<file path="src/sto_pkg.sv">
// Purpose: Shared constants for the safe torque off supervisor.
// Assumes: pclk at 20 MHz.
// Notes: Register offsets are byte addresses on APB.
package sto_pkg;
  localparam logic [11:0] ADDR_CTRL = 12'h000;
  localparam logic [11:0] ADDR_STATUS = 12'h004;
  localparam logic [11:0] ADDR_IRQ_STAT = 12'h008;
  localparam logic [11:0] ADDR_IRQ_EN = 12'h00c;
  localparam logic [11:0] ADDR_IRQ_CLR = 12'h010;
  localparam logic [11:0] ADDR_SPEED = 12'h014;
  localparam logic [11:0] ADDR_PARAM = 12'h018;
  localparam logic [11:0] ADDR_FAULT = 12'h01c;
  // Control register fields.
  localparam int CTRL_RELAY1_LSB = 0;
  localparam int CTRL_RELAY2_LSB = 8;
  localparam int CTRL_START_SRC_LSB = 16;
  localparam int CTRL_CTRL_SRC_LSB = 20;
  localparam int CTRL_AUTO_RESTART = 24;
  localparam int CTRL_PARAM_EDIT = 25;
  localparam logic [7:0] RELAY_SEL_STO = 8'h0d;
  localparam logic [3:0] CTRL_SRC_KEYPAD = 4'h1;
  localparam logic [3:0] START_SRC_TERMINAL = 4'h0;
  localparam logic [31:0] CTRL_RESET = 32'h0000_0000;
  localparam logic [7:0] TRIP_CODE_STO_FAULT = 8'h1d;
  // Display codes.
  localparam logic [1:0] DISP_STOP = 2'h0;
  localparam logic [1:0] DISP_RUN = 2'h1;
  localparam logic [1:0] DISP_INHIBIT = 2'h2;
  localparam logic [1:0] DISP_TRIP = 2'h3;
  // Interrupt bits.
  localparam int IRQ_STO_ON = 0;
  localparam int IRQ_STO_OFF = 1;
  localparam int IRQ_FAULT = 2;
  localparam int IRQ_W = 3;
  // Timing.
  localparam int CLK_HZ = 20_000_000;
  localparam int TORQUE_OFF_NS = 1_000_000;
  localparam int MONITOR_NS = 20_000_000;
  localparam int DISAGREE_US = 1_000;
  localparam int DISAGREE_CYCLES = DISAGREE_US * (CLK_HZ / 1_000_000);
  localparam int TORQUE_OFF_CYCLES = TORQUE_OFF_NS / (1_000_000_000 / CLK_HZ);
  localparam int MONITOR_CYCLES = MONITOR_NS / (1_000_000_000 / CLK_HZ);
  localparam logic [15:0] SPEED_MAX = 16'hffff;
endpackage

</file>
<file path="src/safe_torque_off_supervisor.sv">
// Purpose: Safe torque off supervision, relay, display, keypad and APB registers.
// Assumes: Torque-disable channels and keys are synchronous to pclk.
// Notes: Both channels must be high for the drive to be allowed to run.
// Behaviour
// Inputs removed: stop driving at once, coast, enter safe torque off state.
// Inputs energised: standby; start from configured source runs the drive.
// Leave safe torque off only after fault reset and inputs energised again; code needs no reset unless a channel fault is latched.
// Restart after input return may be automatic, depending on configuration.
// Inputs de-energised in normal operation: display shows inhibit.
// Active trip is displayed instead of inhibit.
// Relay one selection 13 opens relay one while safe torque off is active.
// Relay two selection 13 opens relay two while safe torque off is active.
// Internal channel fault raises trip code 29.
// Torque stops within under 1 ms of inputs being removed.
// Monitoring status changes within under 20 ms of removal.
// Channel fault shown and not-healthy output within under 20 ms.
// Safe torque off is always enabled; no setting disables it.
// Start while inputs removed is ignored; inhibit stays displayed.
// Keypad controls the drive only when control source selects keypad.
// Down key lowers speed in real-time mode, parameter in edit mode.
// Both channels needed; disagreement beyond filter interval flags channel fault.
// External controller removes and restores both channels together.
//
// Decided for this implementation: the register offsets and the APB slave port.
`timescale 1ns/10ps
module safe_torque_off_supervisor
  import sto_pkg::*;
(
  input wire logic pclk,
  input wire logic presetn,
  input wire logic psel,
  input wire logic penable,
  input wire logic pwrite,
  input wire logic [11:0] paddr,
  input wire logic [31:0] pwdata,
  output logic [31:0] prdata,
  output logic pready,
  output logic pslverr,
  input wire logic sto_ch_a,
  input wire logic sto_ch_b,
  input wire logic start_terminal,
  input wire logic key_start,
  input wire logic key_stop,
  input wire logic key_down,
  input wire logic fault_reset,
  output logic torque_enable,
  output logic relay_one_closed,
  output logic relay_two_closed,
  output logic [1:0] display_code,
  output logic [7:0] trip_code,
  output logic drive_healthy,
  output logic irq
);
  typedef enum logic [1:0] {
    ST_STOPPED = 2'b00,
    ST_RUNNING = 2'b01,
    ST_STO = 2'b10
  } state_e;

  state_e state;
  logic [31:0] ctrl;
  logic [IRQ_W-1:0] irq_stat;
  logic [IRQ_W-1:0] irq_en;
  logic [15:0] speed_ref;
  logic [15:0] param_value;
  logic [31:0] disagree_cnt;
  logic channel_fault;
  logic down_prev;
  logic sto_prev;

  // ---------------------------------------------------------------
  // Input decode
  // ---------------------------------------------------------------
  logic sto_energised;
  logic start_req;
  logic stop_req;
  logic keypad_mode;
  logic wr_en;
  logic down_edge;
  assign sto_energised = sto_ch_a & sto_ch_b;
  assign keypad_mode = ctrl[CTRL_CTRL_SRC_LSB +: 4] == CTRL_SRC_KEYPAD;
  assign start_req = keypad_mode ? key_start :
                     (ctrl[CTRL_START_SRC_LSB +: 4] == START_SRC_TERMINAL) & start_terminal;
  assign stop_req = keypad_mode ? key_stop : ~start_terminal;
  assign wr_en = psel & penable & pwrite;
  assign down_edge = key_down & ~down_prev;

  // ---------------------------------------------------------------
  // Channel disagreement filter
  // ---------------------------------------------------------------
  always_ff @(posedge pclk or negedge presetn) begin
    if (!presetn) begin
      disagree_cnt <= 32'h0000_0000;
      channel_fault <= 1'b0;
    end else begin
      // The counter saturates, so a long disagreement cannot wrap and hide the fault.
      if (sto_ch_a == sto_ch_b) begin
        disagree_cnt <= 32'h0000_0000;
      end else if (disagree_cnt < DISAGREE_CYCLES) begin
        disagree_cnt <= disagree_cnt + 32'h0000_0001;
      end
      if (sto_ch_a != sto_ch_b && disagree_cnt >= DISAGREE_CYCLES) begin
        channel_fault <= 1'b1;
      end else if (fault_reset) begin
        channel_fault <= 1'b0;
      end
    end
  end

  // ---------------------------------------------------------------
  // Drive state
  // ---------------------------------------------------------------
  always_ff @(posedge pclk or negedge presetn) begin
    if (!presetn) begin
      state <= ST_STO;
    end else begin
      case (state)
        ST_STOPPED: begin
          if (!sto_energised || channel_fault) begin
            state <= ST_STO;
          end else if (start_req) begin
            state <= ST_RUNNING;
          end
        end
        ST_RUNNING: begin
          if (!sto_energised || channel_fault) begin
            state <= ST_STO;
          end else if (stop_req) begin
            state <= ST_STOPPED;
          end
        end
        ST_STO: begin
          // Start requests are ignored here unless the inputs are back, no channel fault is latched and auto restart is set.
          if (sto_energised && !channel_fault) begin
            if (ctrl[CTRL_AUTO_RESTART] && start_req) begin
              state <= ST_RUNNING;
            end else begin
              state <= ST_STOPPED;
            end
          end
        end
        default: state <= ST_STO;
      endcase
    end
  end

  // ---------------------------------------------------------------
  // Outputs
  // ---------------------------------------------------------------
  always_ff @(posedge pclk or negedge presetn) begin
    if (!presetn) begin
      torque_enable <= 1'b0;
      relay_one_closed <= 1'b0;
      relay_two_closed <= 1'b0;
      display_code <= DISP_INHIBIT;
      trip_code <= 8'h00;
      drive_healthy <= 1'b0;
      sto_prev <= 1'b0;
    end else begin
      // Torque drops on the edge after the inputs fall, well under the limit.
      torque_enable <= sto_energised & ~channel_fault & (state == ST_RUNNING);
      relay_one_closed <= (ctrl[CTRL_RELAY1_LSB +: 8] == RELAY_SEL_STO) ? sto_energised : 1'b0;
      relay_two_closed <= (ctrl[CTRL_RELAY2_LSB +: 8] == RELAY_SEL_STO) ? sto_energised : 1'b0;
      if (channel_fault) begin
        display_code <= DISP_TRIP;
      end else if (!sto_energised || state == ST_STO) begin
        display_code <= DISP_INHIBIT;
      end else if (state == ST_RUNNING) begin
        display_code <= DISP_RUN;
      end else begin
        display_code <= DISP_STOP;
      end
      trip_code <= channel_fault ? TRIP_CODE_STO_FAULT : 8'h00;
      drive_healthy <= ~channel_fault;
      sto_prev <= sto_energised;
    end
  end

  // ---------------------------------------------------------------
  // Keypad down key
  // ---------------------------------------------------------------
  always_ff @(posedge pclk or negedge presetn) begin
    if (!presetn) begin
      down_prev <= 1'b0;
      speed_ref <= 16'h0000;
      param_value <= 16'h0000;
    end else begin
      down_prev <= key_down;
      if (wr_en && paddr == ADDR_SPEED) begin
        speed_ref <= pwdata[15:0];
      end else if (down_edge && keypad_mode && !ctrl[CTRL_PARAM_EDIT] && speed_ref != 16'h0000) begin
        speed_ref <= speed_ref - 16'h0001;
      end
      if (wr_en && paddr == ADDR_PARAM) begin
        param_value <= pwdata[15:0];
      end else if (down_edge && ctrl[CTRL_PARAM_EDIT] && param_value != 16'h0000) begin
        param_value <= param_value - 16'h0001;
      end
    end
  end

  // ---------------------------------------------------------------
  // Registers and interrupts
  // ---------------------------------------------------------------
  logic [IRQ_W-1:0] irq_events;
  assign irq_events = {channel_fault & ~trip_code[0], ~sto_energised & sto_prev, sto_energised & ~sto_prev};

  always_ff @(posedge pclk or negedge presetn) begin
    if (!presetn) begin
      ctrl <= CTRL_RESET;
      irq_en <= '0;
      irq_stat <= '0;
      irq <= 1'b0;
    end else begin
      if (wr_en && paddr == ADDR_CTRL) begin
        ctrl <= pwdata;
      end
      if (wr_en && paddr == ADDR_IRQ_EN) begin
        irq_en <= pwdata[IRQ_W-1:0];
      end
      // A new event wins over a clear in the same cycle.
      if (wr_en && paddr == ADDR_IRQ_CLR) begin
        irq_stat <= (irq_stat & ~pwdata[IRQ_W-1:0]) | irq_events;
      end else begin
        irq_stat <= irq_stat | irq_events;
      end
      irq <= |(irq_stat & irq_en);
    end
  end

  always_ff @(posedge pclk or negedge presetn) begin
    if (!presetn) begin
      prdata <= 32'h0000_0000;
      pready <= 1'b0;
      pslverr <= 1'b0;
    end else begin
      pready <= psel & ~penable;
      pslverr <= 1'b0;
      prdata <= 32'h0000_0000;
      if (psel && !penable) begin
        case (paddr)
          ADDR_CTRL: prdata <= ctrl;
          ADDR_STATUS: prdata <= {24'h000000, channel_fault, sto_ch_b, sto_ch_a, 1'b0,
                                  display_code, state};
          ADDR_IRQ_STAT: prdata <= {29'h0, irq_stat};
          ADDR_IRQ_EN: prdata <= {29'h0, irq_en};
          ADDR_IRQ_CLR: prdata <= 32'h0000_0000;
          ADDR_SPEED: prdata <= {16'h0000, speed_ref};
          ADDR_PARAM: prdata <= {16'h0000, param_value};
          ADDR_FAULT: prdata <= {24'h000000, trip_code};
          default: pslverr <= 1'b1;
        endcase
      end
    end
  end
endmodule

</file>
<file path="config.mk">
export PLATFORM = sky130hd
export DESIGN_NAME = safe_torque_off_supervisor
export DESIGN_NICKNAME = d
export VERILOG_FILES = /design/src/sto_pkg.sv /design/src/safe_torque_off_supervisor.sv
export SDC_FILE = /design/constraint.sdc
export NUM_CORES = 1
export LEC_CHECK = 0
export ABC_AREA = 1
export BUFFER_PORTS_ARGS = -buffer_cell sky130_fd_sc_hd__buf_2
export CORE_MARGIN = 5
export CORE_UTILIZATION = 45
export DETAILED_ROUTE_END_ITERATION = 6
export GPL_TIMING_DRIVEN = 1
export PLACE_DENSITY = 0.69
export SYNTH_ARGS = -nofsm -noshare
export SYNTH_HDL_FRONTEND = slang
export SYNTH_SLANG_ARGS = --single-unit
export TNS_END_PERCENT = 100
</file>
<file path="constraint.sdc">
create_clock -name pclk -period 3.2 [get_ports pclk]
set_input_delay 0.16 -clock pclk [delete_from_list [all_inputs] [get_ports pclk]]
set_output_delay 0.16 -clock pclk [all_outputs]
set_load 0.05 [all_outputs]
</file>
==> results.txt <==
----------------------------------------------------
[Run status]
  Result of the run ... completed

[Setup path]
  Max incr delay on CP ... 540 ps
  Crit path max-delay cell type ... dlygate4sd3_1
  Startpoint Class ... input port
  Critical Path Sink Type ... register
  Required time of the worst setup path ... 3560 ps
  Type of the worst setup path ... in -> reg
  CP arrival ... 2460 ps
  Cells traversed along the worst timing path ... dlygate4sd3_1, buf_2, nand3_1, inv_2, nand3_2, inv_2, nor2_2, o21ai_0, nand3_1
  Crit path max fanout ... 15

[Detailed routing]
  Detailed-routing iteration count for the pre-antenna-repair pass ... 5
  Average detailed-routed wire length per instance ... 14.6 µm
  Remaining antenna violation count after routing ... 0
  Violation count after the first detailed-routing iteration ... 551
  Number of remaining DRC errors ... 0
  Number of vias after detailed routing ... 6,853
  Overall routed net length ... 19.9 mm
  Average via count per standard cell ... 5.05

[Pwr]
  Combinational share of power ... 0.143
  Maximum vdd ir drop ... 0.441 mV
  Internal power ... 3400 µW
  Power share of the sequential group ... 0.438
  Final Total Pwr ... 4780 µW
  Reported net switching power ... 1370 µW
  Fraction of power spent switching nets ... 0.287
  PD cells ... 519 mW/mm²
  Clock share of power ... 0.419
  Static Leak ... 0.00485 µW

[Clocking]
  Count of clock tree sinks ... 149
  Number of H-tree branching levels ... 4
  Number of buffers inserted for hold repair after clock tree synthesis ... 23
  Clock insertion delay at the later pin of the skew report ... 420 ps
  Clk pin slew, worst setup/hold paths ... 60 ps
  Clock root buffer ... clkbuf_16
  TritonCTS buffer count ... 17
  Cells resized by post-CTS repair ... 0
  TritonCTS clock tree ... yes
  Clock Tree Buf Depth ... 2
  Setup fix buffers added after clock tree synthesis ... 0

[Layout]
  Number of antenna diodes ... 0
  Layout cell share with drive strength beyond 1 ... 0.154
  Area added between synthesis and finish ... 19.0%
  Layout Cells excl Fill ... 1,358
  Number of nets at the end of the flow ... 1,183

[Synthesis]
  Yosys Warn Count ... 0
  Synthesized cell area ... 0.00774 mm²
  Part of the Yosys area used for sequential elements ... 0.482
  Top post-synthesis cells by area ... dfrtp_1 (48%), nand2_1 (13%), nand3_1 (8.1%)
  Synthesized area per cell ... 7.72 µm²
  Post-synth EDFFs ... 0
  Post-synthesis register bit count ... 149
  Post-Synthesis Cells ... 1,002
  Count of distinct cell types in the synthesized netlist ... 36
  Prevailing post-synth register cell ... dfrtp_1
  Share of flip-flops with an asynchronous set or reset ... 1.00
  Library cell with the largest summed area after synthesis ... dfrtp_1
  Top cell type's share of synthesized area ... 0.475

[Timing]
  Fin Hold WS ... 23.1 ps
  Total negative slack ... 0 ps
  Worst Max-Slew Pin Slew ... 1060 ps
  Worst Slack Setup Final ... 1100 ps
  Highest clock frequency the design can meet ... 476 MHz
  Finish-stage setup viols ... 0
  Final Critical Period ... 2100 ps
  Relative slew margins ... 0.295
  Fin crit share ... 0.657
  Count of endpoints failing hold in the final timing report ... 0
  Max Clock Skew ... 6.49 ps
  Unrepaired setup endpoints after global routing ... no
  Max-slew violation count ... 0

[GRT]
  Wire length of the first global-routing pass ... 32.8 mm
  Number of global-route vias before repair ... 6,507
  GRT Resource Usage Total ... 0.205
  Residual overflow from global routing ... 0
  Initial antenna violation count ... 0
  Pin count of the biggest net entering global routing ... 95

[Place]
  DP HPWL ... 14.1 mm
  Post-placement setup slack ... 914 ps
  Count of port buffers added during placement ... 100
  Final weighted congestion in routability-driven placement ... 0.878
  Cell count after placement ... 1,303

[Floorplan]
  Total number of placement rows ... 48
  CORE AREA ... 0.0171 mm²
  Ports placed on the boundary ... 105
  Die X-Extent ... 141 µm
  Effective utilization at floorplan ... 0.454
  Vertical die dimension ... 141 µm
  Die area ... 0.0199 mm²

[Run]
  Maximum Capacitance Violations ... 0

[Hold path]
  Worst min-delay path class ... in -> reg

----------------------------------------------------
## final cells by class
class                   count  area, µm²
repair buffers            129        795
clock buffers              19        443
inverters                 116        435
fillers                  1621       7850
flip-flops and latches    149       3730
multi-input cells         707       3370
well taps                 225        282
clock inverters            13        150
## state kept, by name, summed over array words and instances (netlist names)
name and flops:
pslverr 1, down_prev 1, irq 1, ctrl 32, relay_one_closed 1, pready 1
prdata 32, display_code 2, speed_ref 16, channel_fault 1, irq_en 3, param_value 16
disagree_cnt 32, torque_enable 1, drive_healthy 1, trip_code 1, relay_two_closed 1, irq_stat 3
state 2, sto_prev 1
## cell usage after synthesis (4+ instances only)
master and count:
nor3_1 22, nor2_2 10, buf_4 13, nor2_4 6, inv_2 10, ha_1 7
o21a_1 5, nor2_1 125, nand2_1 271, clkbuf_1 6, nand3_1 126, nand3_2 4
nand2_2 5, dfrtp_1 147, nand4_1 12, inv_1 104, o21ai_1 8, or2_1 4
xor2_1 24, o21ai_0 47, xnor2_1 7, nand3b_1 10, buf_6 4, buf_2 8
## per-stage QoR
stage | cell area (µm²) | utilization
3_5_place_dp | 8380 | 0.491
4_1_cts | 9210 | 0.540
2_1_floorplan | 7750 | -
5_1_grt | 9210 | 0.540
3_3_place_gp | 8380 | 0.491
6_report | 9210 | 0.540
## logic make-up after synthesis
group | count (synthesis) | synth area share
and+or+nand+nor | 599 | 0.341
buffers and inverters | 149 | 0.0838
DFF | 149 | 0.482
AOI/OAI and AO/OA | 66 | 0.0461
xor gates and xnor gates | 31 | 0.0351
adders and majority gates | 7 | 0.0113
other | 1 | 0.000485
## worst max-delay path, delay by kind of cell
| kind | cells | cell delay (ps) |
|---|---|---|
| buffers and inverters | 4 | 1020 |
| and+or+nand+nor | 4 | 1110 |
| AOI/OAI and AO/OA | 1 | 180 |
## worst paths after layout
| kind | startpoint | end | slack, ps | cells after the start |
|---|---|---|---|---|
| worst max-delay path | penable | speed_ref[4] | 1100 | 9 |
| worst min-delay path | pwdata[10] | ctrl[10] | 20 | 3 |
| worst max register to register | ctrl[21] | speed_ref[4] | 1210 | 7 |
| worst min register to register | channel_fault | trip_code[3] | 430 | 0 |
| max in group asynchronous | presetn | state[1] | 1950 | 3 |
| min in group asynchronous | presetn | prdata[22] | 390 | 2 |
## cell usage in the layout (no fill, tap or decap), types with 2 or more instances in the layout
cell | synthesis | final
xor2_1 | 24 | 24
nor3_1 | 22 | 22
xnor2_1 | 7 | 7
nor2_1 | 125 | 125
nand3_1 | 126 | 126
nand2_2 | 5 | 5
nand2_1 | 271 | 271
buf_2 | 8 | 99
nand4_1 | 12 | 12
clkbuf_16 | 0 | 17
nor2_4 | 6 | 6
o21ai_1 | 8 | 8
ha_1 | 7 | 7
clkinv_4 | 0 | 5
nand3b_1 | 10 | 10
o211ai_1 | 2 | 2
inv_1 | 104 | 104
inv_2 | 10 | 10
dfrtp_1 | 147 | 147
nand3_2 | 4 | 4
inv_6 | 0 | 3
dfstp_2 | 2 | 2
dlygate4sd3_1 | 0 | 23
clkinv_1 | 2 | 2
conb_1 | 1 | 4
clkinvlp_4 | 0 | 2
nor2_2 | 10 | 10
bufinv_16 | 0 | 2
buf_4 | 13 | 5
o21ai_0 | 47 | 47
o21a_1 | 5 | 5
or2_1 | 4 | 4
and2_1 | 2 | 2
## metal layers
metal	GRT usage	wire length, µm	vias to the layer above
met2	0.335	9470	206
met5	0	0	-
met3	0.0478	1160	35
li1	-	-	3384
met4	0.0673	416	0
met1	0.271	8830	3228
## power groups by stage
stage	Clock [µW]	Combinational (µW)	Sequential, µW
2_1_floorplan	0	469	2090
4_1_cts	2030	688	2090
3_5_place_dp	0	664	2120
5_1_grt	2120	778	2110
3_3_place_gp	0	652	2120
6_report	2000	682	2090
(Power assumes the default switching activity.)
